`src/verilog/lxb_regs.svh`:
```
// Register map and constants of the upper-lane crossbar block.
// Assumes one 25 MHz clock and a plain 8-bit register port.
// Functional notes
// - Logical lane 5 carries the physical lane named by bits 5:3 of the first map register, reset 5.
// - Logical lane 4 carries the physical lane named by bits 2:0 of the first map register, reset 4.
// - Logical lane 7 carries the physical lane named by bits 5:3 of the second map register, reset 7.
// - Logical lane 6 carries the physical lane named by bits 2:0 of the second map register, reset 6.
// - A selector code is a plain binary physical lane index, 000 for lane 0 up to 111 for lane 7.
// - An 8-bit read-only register shows in bit x the full flag of lane buffer x, reset zero.
// - An 8-bit read-only register shows in bit x the empty flag of lane buffer x, reset zero.
`ifndef LXB_REGS_SVH
`define LXB_REGS_SVH

`define LXB_ADDR_W      10
`define LXB_DATA_W      8
`define LXB_LANE_W      16
`define LXB_PHYS_N      8
`define LXB_LOG_N       4

`define LXB_ADDR_MAP45  10'h30a
`define LXB_ADDR_MAP67  10'h30b
`define LXB_ADDR_FULL   10'h30c
`define LXB_ADDR_EMPTY  10'h30d
`define LXB_ADDR_IRQ    10'h30e
`define LXB_ADDR_MASK   10'h30f

`define LXB_HI_MSB      5
`define LXB_HI_LSB      3
`define LXB_LO_MSB      2
`define LXB_LO_LSB      0
`define LXB_RSVD_MSB    7
`define LXB_RSVD_LSB    6

`define LXB_RST_SEL4    3'h4
`define LXB_RST_SEL5    3'h5
`define LXB_RST_SEL6    3'h6
`define LXB_RST_SEL7    3'h7
`define LXB_SEL_FIRST   3'h0
`define LXB_SEL_LAST    3'h7
`define LXB_RST_BYTE    8'h00

`endif

```
`src/verilog/lxb_pkg.sv`:
```
// Types and the lane pick function of the upper-lane crossbar block.
// Assumes the constants header is on the include path.
`include "lxb_regs.svh"

package lxb_pkg;
    typedef logic [2:0]               lxb_sel_type;
    typedef logic [`LXB_LANE_W-1:0]   lxb_word_type;
    typedef logic [`LXB_DATA_W-1:0]   lxb_byte_type;

    // The code is taken as a binary lane index, so every code is legal.
    function automatic lxb_word_type lxb_pick(
        input logic [`LXB_PHYS_N*`LXB_LANE_W-1:0] data,
        input lxb_sel_type                        sel
    );
        lxb_pick = data[sel*`LXB_LANE_W +: `LXB_LANE_W];
    endfunction
endpackage

```
`src/verilog/lxb_top.sv`:
```
// Top of the upper-lane crossbar: map registers, status and interrupt.
// Assumes a master that keeps strobes one cycle long and never overlapping.
//
// Added by the designer: strobed register access.
`timescale 1ns/1ps
`default_nettype none
`include "lxb_regs.svh"

module lxb_top
    import lxb_pkg::*;
(
    input  wire logic                                i_clk,
    input  wire logic                                i_reset_n,
    input  wire logic                                i_clk_en,
    input  wire logic [`LXB_ADDR_W-1:0]              i_addr,
    input  wire logic [`LXB_DATA_W-1:0]              i_wdata,
    input  wire logic                                i_wr,
    input  wire logic                                i_rd,
    output logic      [`LXB_DATA_W-1:0]              o_rdata,
    input  wire logic [`LXB_PHYS_N*`LXB_LANE_W-1:0]  i_phys_data,
    input  wire logic [`LXB_PHYS_N-1:0]              i_phys_valid,
    input  wire logic [`LXB_PHYS_N-1:0]              i_fifo_full,
    input  wire logic [`LXB_PHYS_N-1:0]              i_fifo_empty,
    output logic      [`LXB_LOG_N*`LXB_LANE_W-1:0]   o_log_data,
    output logic      [`LXB_LOG_N-1:0]               o_log_valid,
    output logic                                     o_irq
);
    // Selector registers; reserved bits 7:6 are simply not stored.
    lxb_sel_type  sel4_r;
    lxb_sel_type  sel5_r;
    lxb_sel_type  sel6_r;
    lxb_sel_type  sel7_r;
    lxb_sel_type  sel4_nxt;
    lxb_sel_type  sel5_nxt;
    lxb_sel_type  sel6_nxt;
    lxb_sel_type  sel7_nxt;
    lxb_byte_type mask_r;
    lxb_byte_type mask_nxt;
    lxb_byte_type rdata_r;
    lxb_byte_type rdata_nxt;

    logic [`LXB_PHYS_N-1:0] full_r;
    logic [`LXB_PHYS_N-1:0] empty_r;
    logic [`LXB_PHYS_N-1:0] evt_r;

    // Bus decode.
    logic         hit_map45;
    logic         hit_map67;
    logic         hit_full;
    logic         hit_empty;
    logic         hit_irq;
    logic         hit_mask;
    logic         wr_en;
    logic         rd_en;
    logic         wr_map45;
    logic         wr_map67;
    logic         wr_mask;
    logic         irq_clr;
    lxb_byte_type map45_view;
    lxb_byte_type map67_view;
    lxb_byte_type rd_value;

    assign wr_en     = i_clk_en & i_wr;
    assign rd_en     = i_clk_en & i_rd;
    assign hit_map45 = (i_addr == `LXB_ADDR_MAP45);
    assign hit_map67 = (i_addr == `LXB_ADDR_MAP67);
    assign hit_full  = (i_addr == `LXB_ADDR_FULL);
    assign hit_empty = (i_addr == `LXB_ADDR_EMPTY);
    assign hit_irq   = (i_addr == `LXB_ADDR_IRQ);
    assign hit_mask  = (i_addr == `LXB_ADDR_MASK);
    assign wr_map45  = wr_en & hit_map45;
    assign wr_map67  = wr_en & hit_map67;
    assign wr_mask   = wr_en & hit_mask;
    // Reading the event register clears it.
    assign irq_clr   = rd_en & hit_irq;

    assign sel5_nxt = wr_map45 ? i_wdata[`LXB_HI_MSB:`LXB_HI_LSB] : sel5_r;
    assign sel4_nxt = wr_map45 ? i_wdata[`LXB_LO_MSB:`LXB_LO_LSB] : sel4_r;
    assign sel7_nxt = wr_map67 ? i_wdata[`LXB_HI_MSB:`LXB_HI_LSB] : sel7_r;
    assign sel6_nxt = wr_map67 ? i_wdata[`LXB_LO_MSB:`LXB_LO_LSB] : sel6_r;
    assign mask_nxt = wr_mask  ? i_wdata : mask_r;

    // Reserved bits are tied low in the read view.
    assign map45_view = {2'h0, sel5_r, sel4_r};
    assign map67_view = {2'h0, sel7_r, sel6_r};

    // Unmapped addresses read as zero.
    assign rd_value = hit_map45 ? map45_view :
                      hit_map67 ? map67_view :
                      hit_full  ? full_r     :
                      hit_empty ? empty_r    :
                      hit_irq   ? evt_r      :
                      hit_mask  ? mask_r     : `LXB_RST_BYTE;

    // Read data stand from the strobe's edge until the next enabled edge.
    assign rdata_nxt = i_rd ? rd_value : `LXB_RST_BYTE;

    always_ff @(posedge i_clk or negedge i_reset_n) begin
        if (!i_reset_n) begin
            sel4_r <= `LXB_RST_SEL4;
            sel5_r <= `LXB_RST_SEL5;
            sel6_r <= `LXB_RST_SEL6;
            sel7_r <= `LXB_RST_SEL7;
        end else if (i_clk_en) begin
            sel4_r <= sel4_nxt;
            sel5_r <= sel5_nxt;
            sel6_r <= sel6_nxt;
            sel7_r <= sel7_nxt;
        end
    end

    always_ff @(posedge i_clk or negedge i_reset_n) begin
        if (!i_reset_n) begin
            mask_r  <= `LXB_RST_BYTE;
            rdata_r <= `LXB_RST_BYTE;
        end else if (i_clk_en) begin
            mask_r  <= mask_nxt;
            rdata_r <= rdata_nxt;
        end
    end

    assign o_rdata = rdata_r;
    // Level interrupt, high while an unmasked event bit stands.
    assign o_irq   = |(evt_r & mask_r);

    lxb_lane_status u_status (
        .i_clk     (i_clk),
        .i_reset_n (i_reset_n),
        .i_clk_en  (i_clk_en),
        .i_full    (i_fifo_full),
        .i_empty   (i_fifo_empty),
        .i_evt_clr (irq_clr),
        .o_full    (full_r),
        .o_empty   (empty_r),
        .o_evt     (evt_r)
    );

    // Logical lanes 4..7 in output order 0..3.
    lxb_sel_type sel_of [`LXB_LOG_N];

    assign sel_of[0] = sel4_r;
    assign sel_of[1] = sel5_r;
    assign sel_of[2] = sel6_r;
    assign sel_of[3] = sel7_r;

    for (genvar g = 0; g < `LXB_LOG_N; g++) begin : g_lane
        lxb_lane_mux u_mux (
            .i_clk        (i_clk),
            .i_reset_n    (i_reset_n),
            .i_clk_en     (i_clk_en),
            .i_sel        (sel_of[g]),
            .i_phys_data  (i_phys_data),
            .i_phys_valid (i_phys_valid),
            .o_data       (o_log_data[g*`LXB_LANE_W +: `LXB_LANE_W]),
            .o_valid      (o_log_valid[g])
        );
    end

    // Checking helpers; nothing in the datapath reads them.
    lxb_word_type log_w [`LXB_LOG_N];
    lxb_word_type phys_w [`LXB_PHYS_N];
    logic         wr45_seen_r;
    logic         wr67_seen_r;
    logic         en_seen_r;
    // The write data bus is delayed one cycle, whether or not a write is on it, so a check can see which code a write brought in.
    lxb_byte_type wdata_q_r;
    lxb_word_type pick_w [`LXB_LOG_N];
    logic         pickv_w [`LXB_LOG_N];
    lxb_word_type pick_hi_w;
    lxb_word_type pick_lo_w;
    logic         valid_hi_w;
    lxb_byte_type rise_w;

    for (genvar l = 0; l < `LXB_LOG_N; l++) begin : g_logw
        assign log_w[l] = o_log_data[l*`LXB_LANE_W +: `LXB_LANE_W];
    end
    for (genvar p = 0; p < `LXB_PHYS_N; p++) begin : g_physw
        assign phys_w[p] = i_phys_data[p*`LXB_LANE_W +: `LXB_LANE_W];
    end

    // Words each lane should carry next, so that no check needs a nested sampled value.
    for (genvar k = 0; k < `LXB_LOG_N; k++) begin : g_pick
        assign pick_w[k]  = lxb_pick(i_phys_data, sel_of[k]);
        assign pickv_w[k] = i_phys_valid[sel_of[k]];
    end

    assign pick_hi_w  = lxb_pick(i_phys_data, wdata_q_r[`LXB_HI_MSB:`LXB_HI_LSB]);
    assign pick_lo_w  = lxb_pick(i_phys_data, wdata_q_r[`LXB_LO_MSB:`LXB_LO_LSB]);
    assign valid_hi_w = i_phys_valid[wdata_q_r[`LXB_HI_MSB:`LXB_HI_LSB]];
    assign rise_w     = i_fifo_full & ~full_r;

    always_ff @(posedge i_clk or negedge i_reset_n) begin
        if (!i_reset_n) begin
            wr45_seen_r <= 1'b0;
            wr67_seen_r <= 1'b0;
            en_seen_r   <= 1'b0;
            wdata_q_r   <= `LXB_RST_BYTE;
        end else begin
            wr45_seen_r <= wr45_seen_r | wr_map45;
            wr67_seen_r <= wr67_seen_r | wr_map67;
            en_seen_r   <= en_seen_r | i_clk_en;
            wdata_q_r   <= i_wdata;
        end
    end
endmodule // lxb_top

`default_nettype wire

```
`src/verilog/lxb_lane_mux.sv`:
```
// One logical lane output of the crossbar, registered.
// Assumes physical lane words and valids arrive on the block clock.
`timescale 1ns/1ps
`default_nettype none
`include "lxb_regs.svh"

module lxb_lane_mux
    import lxb_pkg::*;
(
    input  wire logic                                i_clk,
    input  wire logic                                i_reset_n,
    input  wire logic                                i_clk_en,
    input  wire lxb_sel_type                         i_sel,
    input  wire logic [`LXB_PHYS_N*`LXB_LANE_W-1:0]  i_phys_data,
    input  wire logic [`LXB_PHYS_N-1:0]              i_phys_valid,
    output logic      [`LXB_LANE_W-1:0]              o_data,
    output logic                                     o_valid
);
    lxb_word_type data_nxt;
    logic         valid_nxt;

    assign data_nxt  = lxb_pick(i_phys_data, i_sel);
    assign valid_nxt = i_phys_valid[i_sel];

    always_ff @(posedge i_clk or negedge i_reset_n) begin
        if (!i_reset_n) begin
            o_data  <= '0;
            o_valid <= 1'b0;
        end else if (i_clk_en) begin
            o_data  <= data_nxt;
            o_valid <= valid_nxt;
        end
    end
endmodule // lxb_lane_mux

`default_nettype wire

```
`src/verilog/lxb_lane_status.sv`:
```
// Registered lane buffer flags and sticky full events.
// Assumes the buffer flags come from logic on the block clock.
`timescale 1ns/1ps
`default_nettype none
`include "lxb_regs.svh"

module lxb_lane_status
    import lxb_pkg::*;
(
    input  wire logic                   i_clk,
    input  wire logic                   i_reset_n,
    input  wire logic                   i_clk_en,
    input  wire logic [`LXB_PHYS_N-1:0] i_full,
    input  wire logic [`LXB_PHYS_N-1:0] i_empty,
    input  wire logic                   i_evt_clr,
    output logic      [`LXB_PHYS_N-1:0] o_full,
    output logic      [`LXB_PHYS_N-1:0] o_empty,
    output logic      [`LXB_PHYS_N-1:0] o_evt
);
    logic [`LXB_PHYS_N-1:0] full_rise;
    logic [`LXB_PHYS_N-1:0] evt_nxt;

    assign full_rise = i_full & ~o_full;
    // A new event in the clearing cycle survives the clear.
    assign evt_nxt   = (i_evt_clr ? '0 : o_evt) | full_rise;

    always_ff @(posedge i_clk or negedge i_reset_n) begin
        if (!i_reset_n) begin
            o_full  <= '0;
            o_empty <= '0;
            o_evt   <= '0;
        end else if (i_clk_en) begin
            o_full  <= i_full;
            o_empty <= i_empty;
            o_evt   <= evt_nxt;
        end
    end
endmodule // lxb_lane_status

`default_nettype wire

```
`config.mk`:
```
export PLATFORM = sky130hd
export DESIGN_NAME = lxb_top
export DESIGN_NICKNAME = d
export VERILOG_FILES = /design/src/verilog/lxb_pkg.sv /design/src/verilog/lxb_top.sv /design/src/verilog/lxb_lane_mux.sv /design/src/verilog/lxb_lane_status.sv
export VERILOG_INCLUDE_DIRS = /design/src /design/src/verilog
export SDC_FILE = /design/constraint.sdc
export NUM_CORES = 1
export LEC_CHECK = 0
export ABC_AREA = 1
export BUFFER_PORTS_ARGS = -buffer_cell sky130_fd_sc_hd__buf_2
export CAP_MARGIN = 5
export CORE_UTILIZATION = 45
export CTS_BUF_LIST = sky130_fd_sc_hd__clkbuf_8 sky130_fd_sc_hd__clkbuf_16
export DETAILED_ROUTE_END_ITERATION = 16
export PLACE_DENSITY = 0.72
export SETUP_SLACK_MARGIN = 0.05
export SLEW_MARGIN = 30
export SYNTH_ARGS = -nofsm -noshare
export SYNTH_HDL_FRONTEND = slang
export SYNTH_HIERARCHICAL = 1
export SYNTH_SLANG_ARGS = --single-unit
```
`constraint.sdc`:
```
create_clock -name i_clk -period 3.89 [get_ports i_clk]
set_clock_uncertainty 0.1 [all_clocks]
set_input_delay 0.389 -clock i_clk [delete_from_list [all_inputs] [get_ports i_clk]]
set_output_delay 0.389 -clock i_clk [all_outputs]
set_load 0.02 [all_outputs]
```
==> metrics list <==
- Run status: finished clean
- At the pin with the least slew margin, the transition time is 0.889 ns.
- At the end of routability-driven placement, the weighted congestion stood at 0.992.
* Max Cap Viol: 0
- Main combinational cell family by area after synthesis: simple AND/OR/NAND/NOR gates
- Dividing the final minimum period by the clock period gives 59.1%.
* Final setup TNS: 0 ns
- Multiplexer cells account for 0.0960% of the synthesized area.
- After Yosys synthesis, and, or, nand and nor cells account for 50.5% of the synthesized area.
- Worst setup slack before clock tree synthesis: 1.64 ns
- Global routing consumed, over all layers together, 37.0% of the routing resources.
- Adder-cell share of the synthesized area: 0%
* Synth Area in Compound Gates: 2.17%
- Full die area: 0.0267 sq mm
- In this run, post-CTS repair resized a total of 0 instances.
- Std-Cell Rows: 58
- Worst Path Class, Setup: flop to flop
- Number of global-route vias before repair: 13167
- Final HPWL from detailed placement: 32800 microns
* Warnings, synthesis: 6
- The routed design could run at a clock period as short as 2.30 ns.
* Met1 routed wirelength after detailed routing: 19700 microns
* Reg clk slew, reported paths: 0.07 ns
- Insertion delay to the later sink of the worst-skew pair: 0.43 ns
* TritonCTS clock tree: done
* Startpoint kind of the worst setup timing path: flop
- Number of buffers added to fix hold violations after cts: 1
- The most critical setup path has its startpoint at sel7_r[2].
* CTS Root Buffer Type: clkbuf_16
- Cell area after technology mapping: 0.0117 sq mm
- Number of inserted filler cells in the final layout: 2717
- Relative to the synthesized area, the layout overhead comes to 14.7%.
* Final routed wire length divided by cell count: 18.2 microns
* Number of DRC violations after detailed-routing iteration 0: 1963
- The H-tree generated during clock tree synthesis spans 4 levels.
- The number of different library cells used by synthesis comes to 26.
- Setup violations remaining at the end of the flow were counted as 0.
* Class of the tightest hold or removal check: input port to flop
* Antenna viol nets, final: 0
* Drt first pass iters: 6
- The die is 163 microns tall.
* Launch point of the worst reg-to-reg path: sel7_r[2]
* Maximum ir drop on the vdd rail: 0.000227 V
* Pin count of the biggest net entering global routing: 71
* Final net count: 2506
* Final global-route overflow total: 0
* Share of post-route cells with drive strength above 1: 14.2%
- Clock buffer count from CTS: 17
* Static leakage: 8.56 nW
- Initial Utilization: 46.2%
- Setup crit end kind: flop
- The repair_antennas step left the layout with diodes totalling 0.
- Core box area: 0.0254 sq mm
- STA puts the critical path data arrival time at 2.56 ns.
- In the routed design, unresolved DRC markers number 0.
- Relative slew slack: 40.7%
* Die span in x: 163 microns
- The completed layout was analyzed and its total power is 0.00396 W.
- Port buffer count: 251
- In the final layout, the multi-input gates occupy 0.00619 sq mm.
- Net count of the mapped netlist: 2339
- Signal routing reaches up to met5.
* Total count of hold-check failures in the final report: 0
- In this run the most critical hold path is launched from i_fifo_empty[5].
- Fraction of synthesized cell area in xor and xnor cells: 0%
* Via count: 14431
- I/O pin count: 252
- The first global-routing pass estimated 74800 microns of wire.
- STA puts the critical path data required time at 4.15 ns.
- Max FO, Critical Path: 20
- A synthesized cell averages 5.42 sq um.
- The number of antenna violations at the first check in global routing was 2.
* Final slew viol count: 0
- After synthesis, flip-flops and latches occupy 25.7% of the total area.
- The longest clock path from root to sink contains 2 buffers.
* Total length of routed wires: 48600 microns
- Total area of sequential cells: 0.00302 sq mm
- Total length of routed met2 wires: 19800 microns
- Counting flops and latches in the post-synthesis netlist gives 120.
- Number of vias per cell: 5.40
- Setup slack closes at 1.59 ns.
- For this design the ratio of total power to cell area is 295 mW/mm^2.
- Buffers added to address setup during post-CTS repair amount to 0.
* RSZ-0062 raised after global routing: no
* Highest Clock Rate: 0.435 GHz
- Syn Inst Count: 2164
* Total length of routed met3 wires: 6470 microns
- TritonCTS Sinks: 120
## cell usage after synthesis (all sizes together)
library cell / n / share of area (%)
or2: 5 / 0.27
clkinv: 8 / 0.26
dfstp: 8 / 1.8
nor2: 14 / 0.83
nand2: 927 / 30
inv: 459 / 15
mux2: 1 / 0.096
o21ai: 37 / 1.6
nand4: 1 / 0.053
and3: 1 / 0.053
buf: 111 / 6.1
clkbuf: 14 / 0.45
a221oi: 2 / 0.15
o21a: 6 / 0.38
nand3: 457 / 20
o22ai: 1 / 0.053
dfrtp: 112 / 24
## worst max-delay path, stage by stage, from the launching register on
cell and delay [ns]:
dfstp_2 0.89, clkinv_1 0.71, nand3_1 0.32, nand3_1 0.11, nand2_1 0.08
## per-layer routing
metal  vias to the layer above  GRT usage, %
met1                      6518          50.9
met5                         -             0
met3                       156          9.78
met4                         4          19.7
li1                       6775             -
met2                       978          52.3
## flip-flops by register name (all words and copies together), names as in the netlist
| signal | flops |
|---|---|
| sel6_r | 3 |
| u_status/o_full | 8 |
| sel7_r | 3 |
| u_status/o_evt | 8 |
| g_lane.u_mux/o_valid | 4 |
| mask_r | 8 |
| g_lane.u_mux/o_data | 64 |
| sel4_r | 3 |
| sel5_r | 3 |
| u_status/o_empty | 8 |
| o_rdata | 8 |
## cells by family after synthesis
| kind of cell | after synthesis |
|---|---|
| DFF | 120 |
| buffers and inverters | 592 |
| and+or+nand+nor | 1405 |
| muxes | 1 |
| AOI/OAI and AO/OA | 46 |
## path summary, 6_finish.rpt
| path | endpoint | slack, ns | depth (start not counted) |
|---|---|---|---|
| worst max-delay path | g_lane[3].u_mux/o_data[3] | 1.59 | 4 |
| worst min-delay path | u_status/o_empty[5] | 0.05 | 3 |
| worst max register to register | g_lane[3].u_mux/o_data[3] | 1.59 | 4 |
| worst min register to register | g_lane[2].u_mux/o_data[13] | 0.38 | 2 |
| max in group asynchronous | g_lane[3].u_mux/o_data[4] | 2.32 | 3 |
| min in group asynchronous | g_lane[0].u_mux/o_data[14] | 0.49 | 2 |
## placed cells by master (no fill, tap or decap), types with 3 or more instances in the layout
| cell type | synthesis | routed |
|---|---|---|
| nand3_1 | 455 | 455 |
| dfstp_2 | 8 | 8 |
| clkbuf_16 | 0 | 17 |
| o21ai_1 | 9 | 9 |
| buf_4 | 23 | 21 |
| buf_2 | 60 | 249 |
| nor2_4 | 6 | 6 |
| nor2_1 | 8 | 8 |
| inv_6 | 0 | 5 |
| nand2_1 | 925 | 925 |
| inv_2 | 8 | 7 |
| o21ai_0 | 28 | 28 |
| bufinv_16 | 0 | 3 |
| clkinvlp_4 | 0 | 3 |
| dfrtp_1 | 112 | 110 |
| clkinv_1 | 8 | 8 |
| o21a_1 | 6 | 6 |
| inv_1 | 451 | 451 |
| or2_0 | 4 | 4 |
## through the flow
step	util (%)	instances	hold WS, ns	instance area [sq um]
finish	53.0	2674	0.0536	13400
global route	53.0	2674	0.0727	13400
CTS	52.9	2674	0.0540	13400
detailed placement	50.4	2641	0.361	12800
global placement	50.4	2641	0.360	12800
floorplan	-	2164	-0.00659	11700
## final cells by class
class | count | share of cell area (%)
clock buffer | 18 | 3.27
sequential | 120 | 22.4
tap | 330 | 3.07
timing repair buffer | 273 | 10.8
clock inverter | 14 | 1.38
inverter | 467 | 13.0
multi-input combinational | 1452 | 46.0
## report_power, final
group | switching, W | internal (W)
Clock | 0.000707 | 0.00104
Sequential | 0.0000634 | 0.00133
Combinational | 0.000550 | 0.000268
No activity file was read; power rests on OpenSTA's default activity.
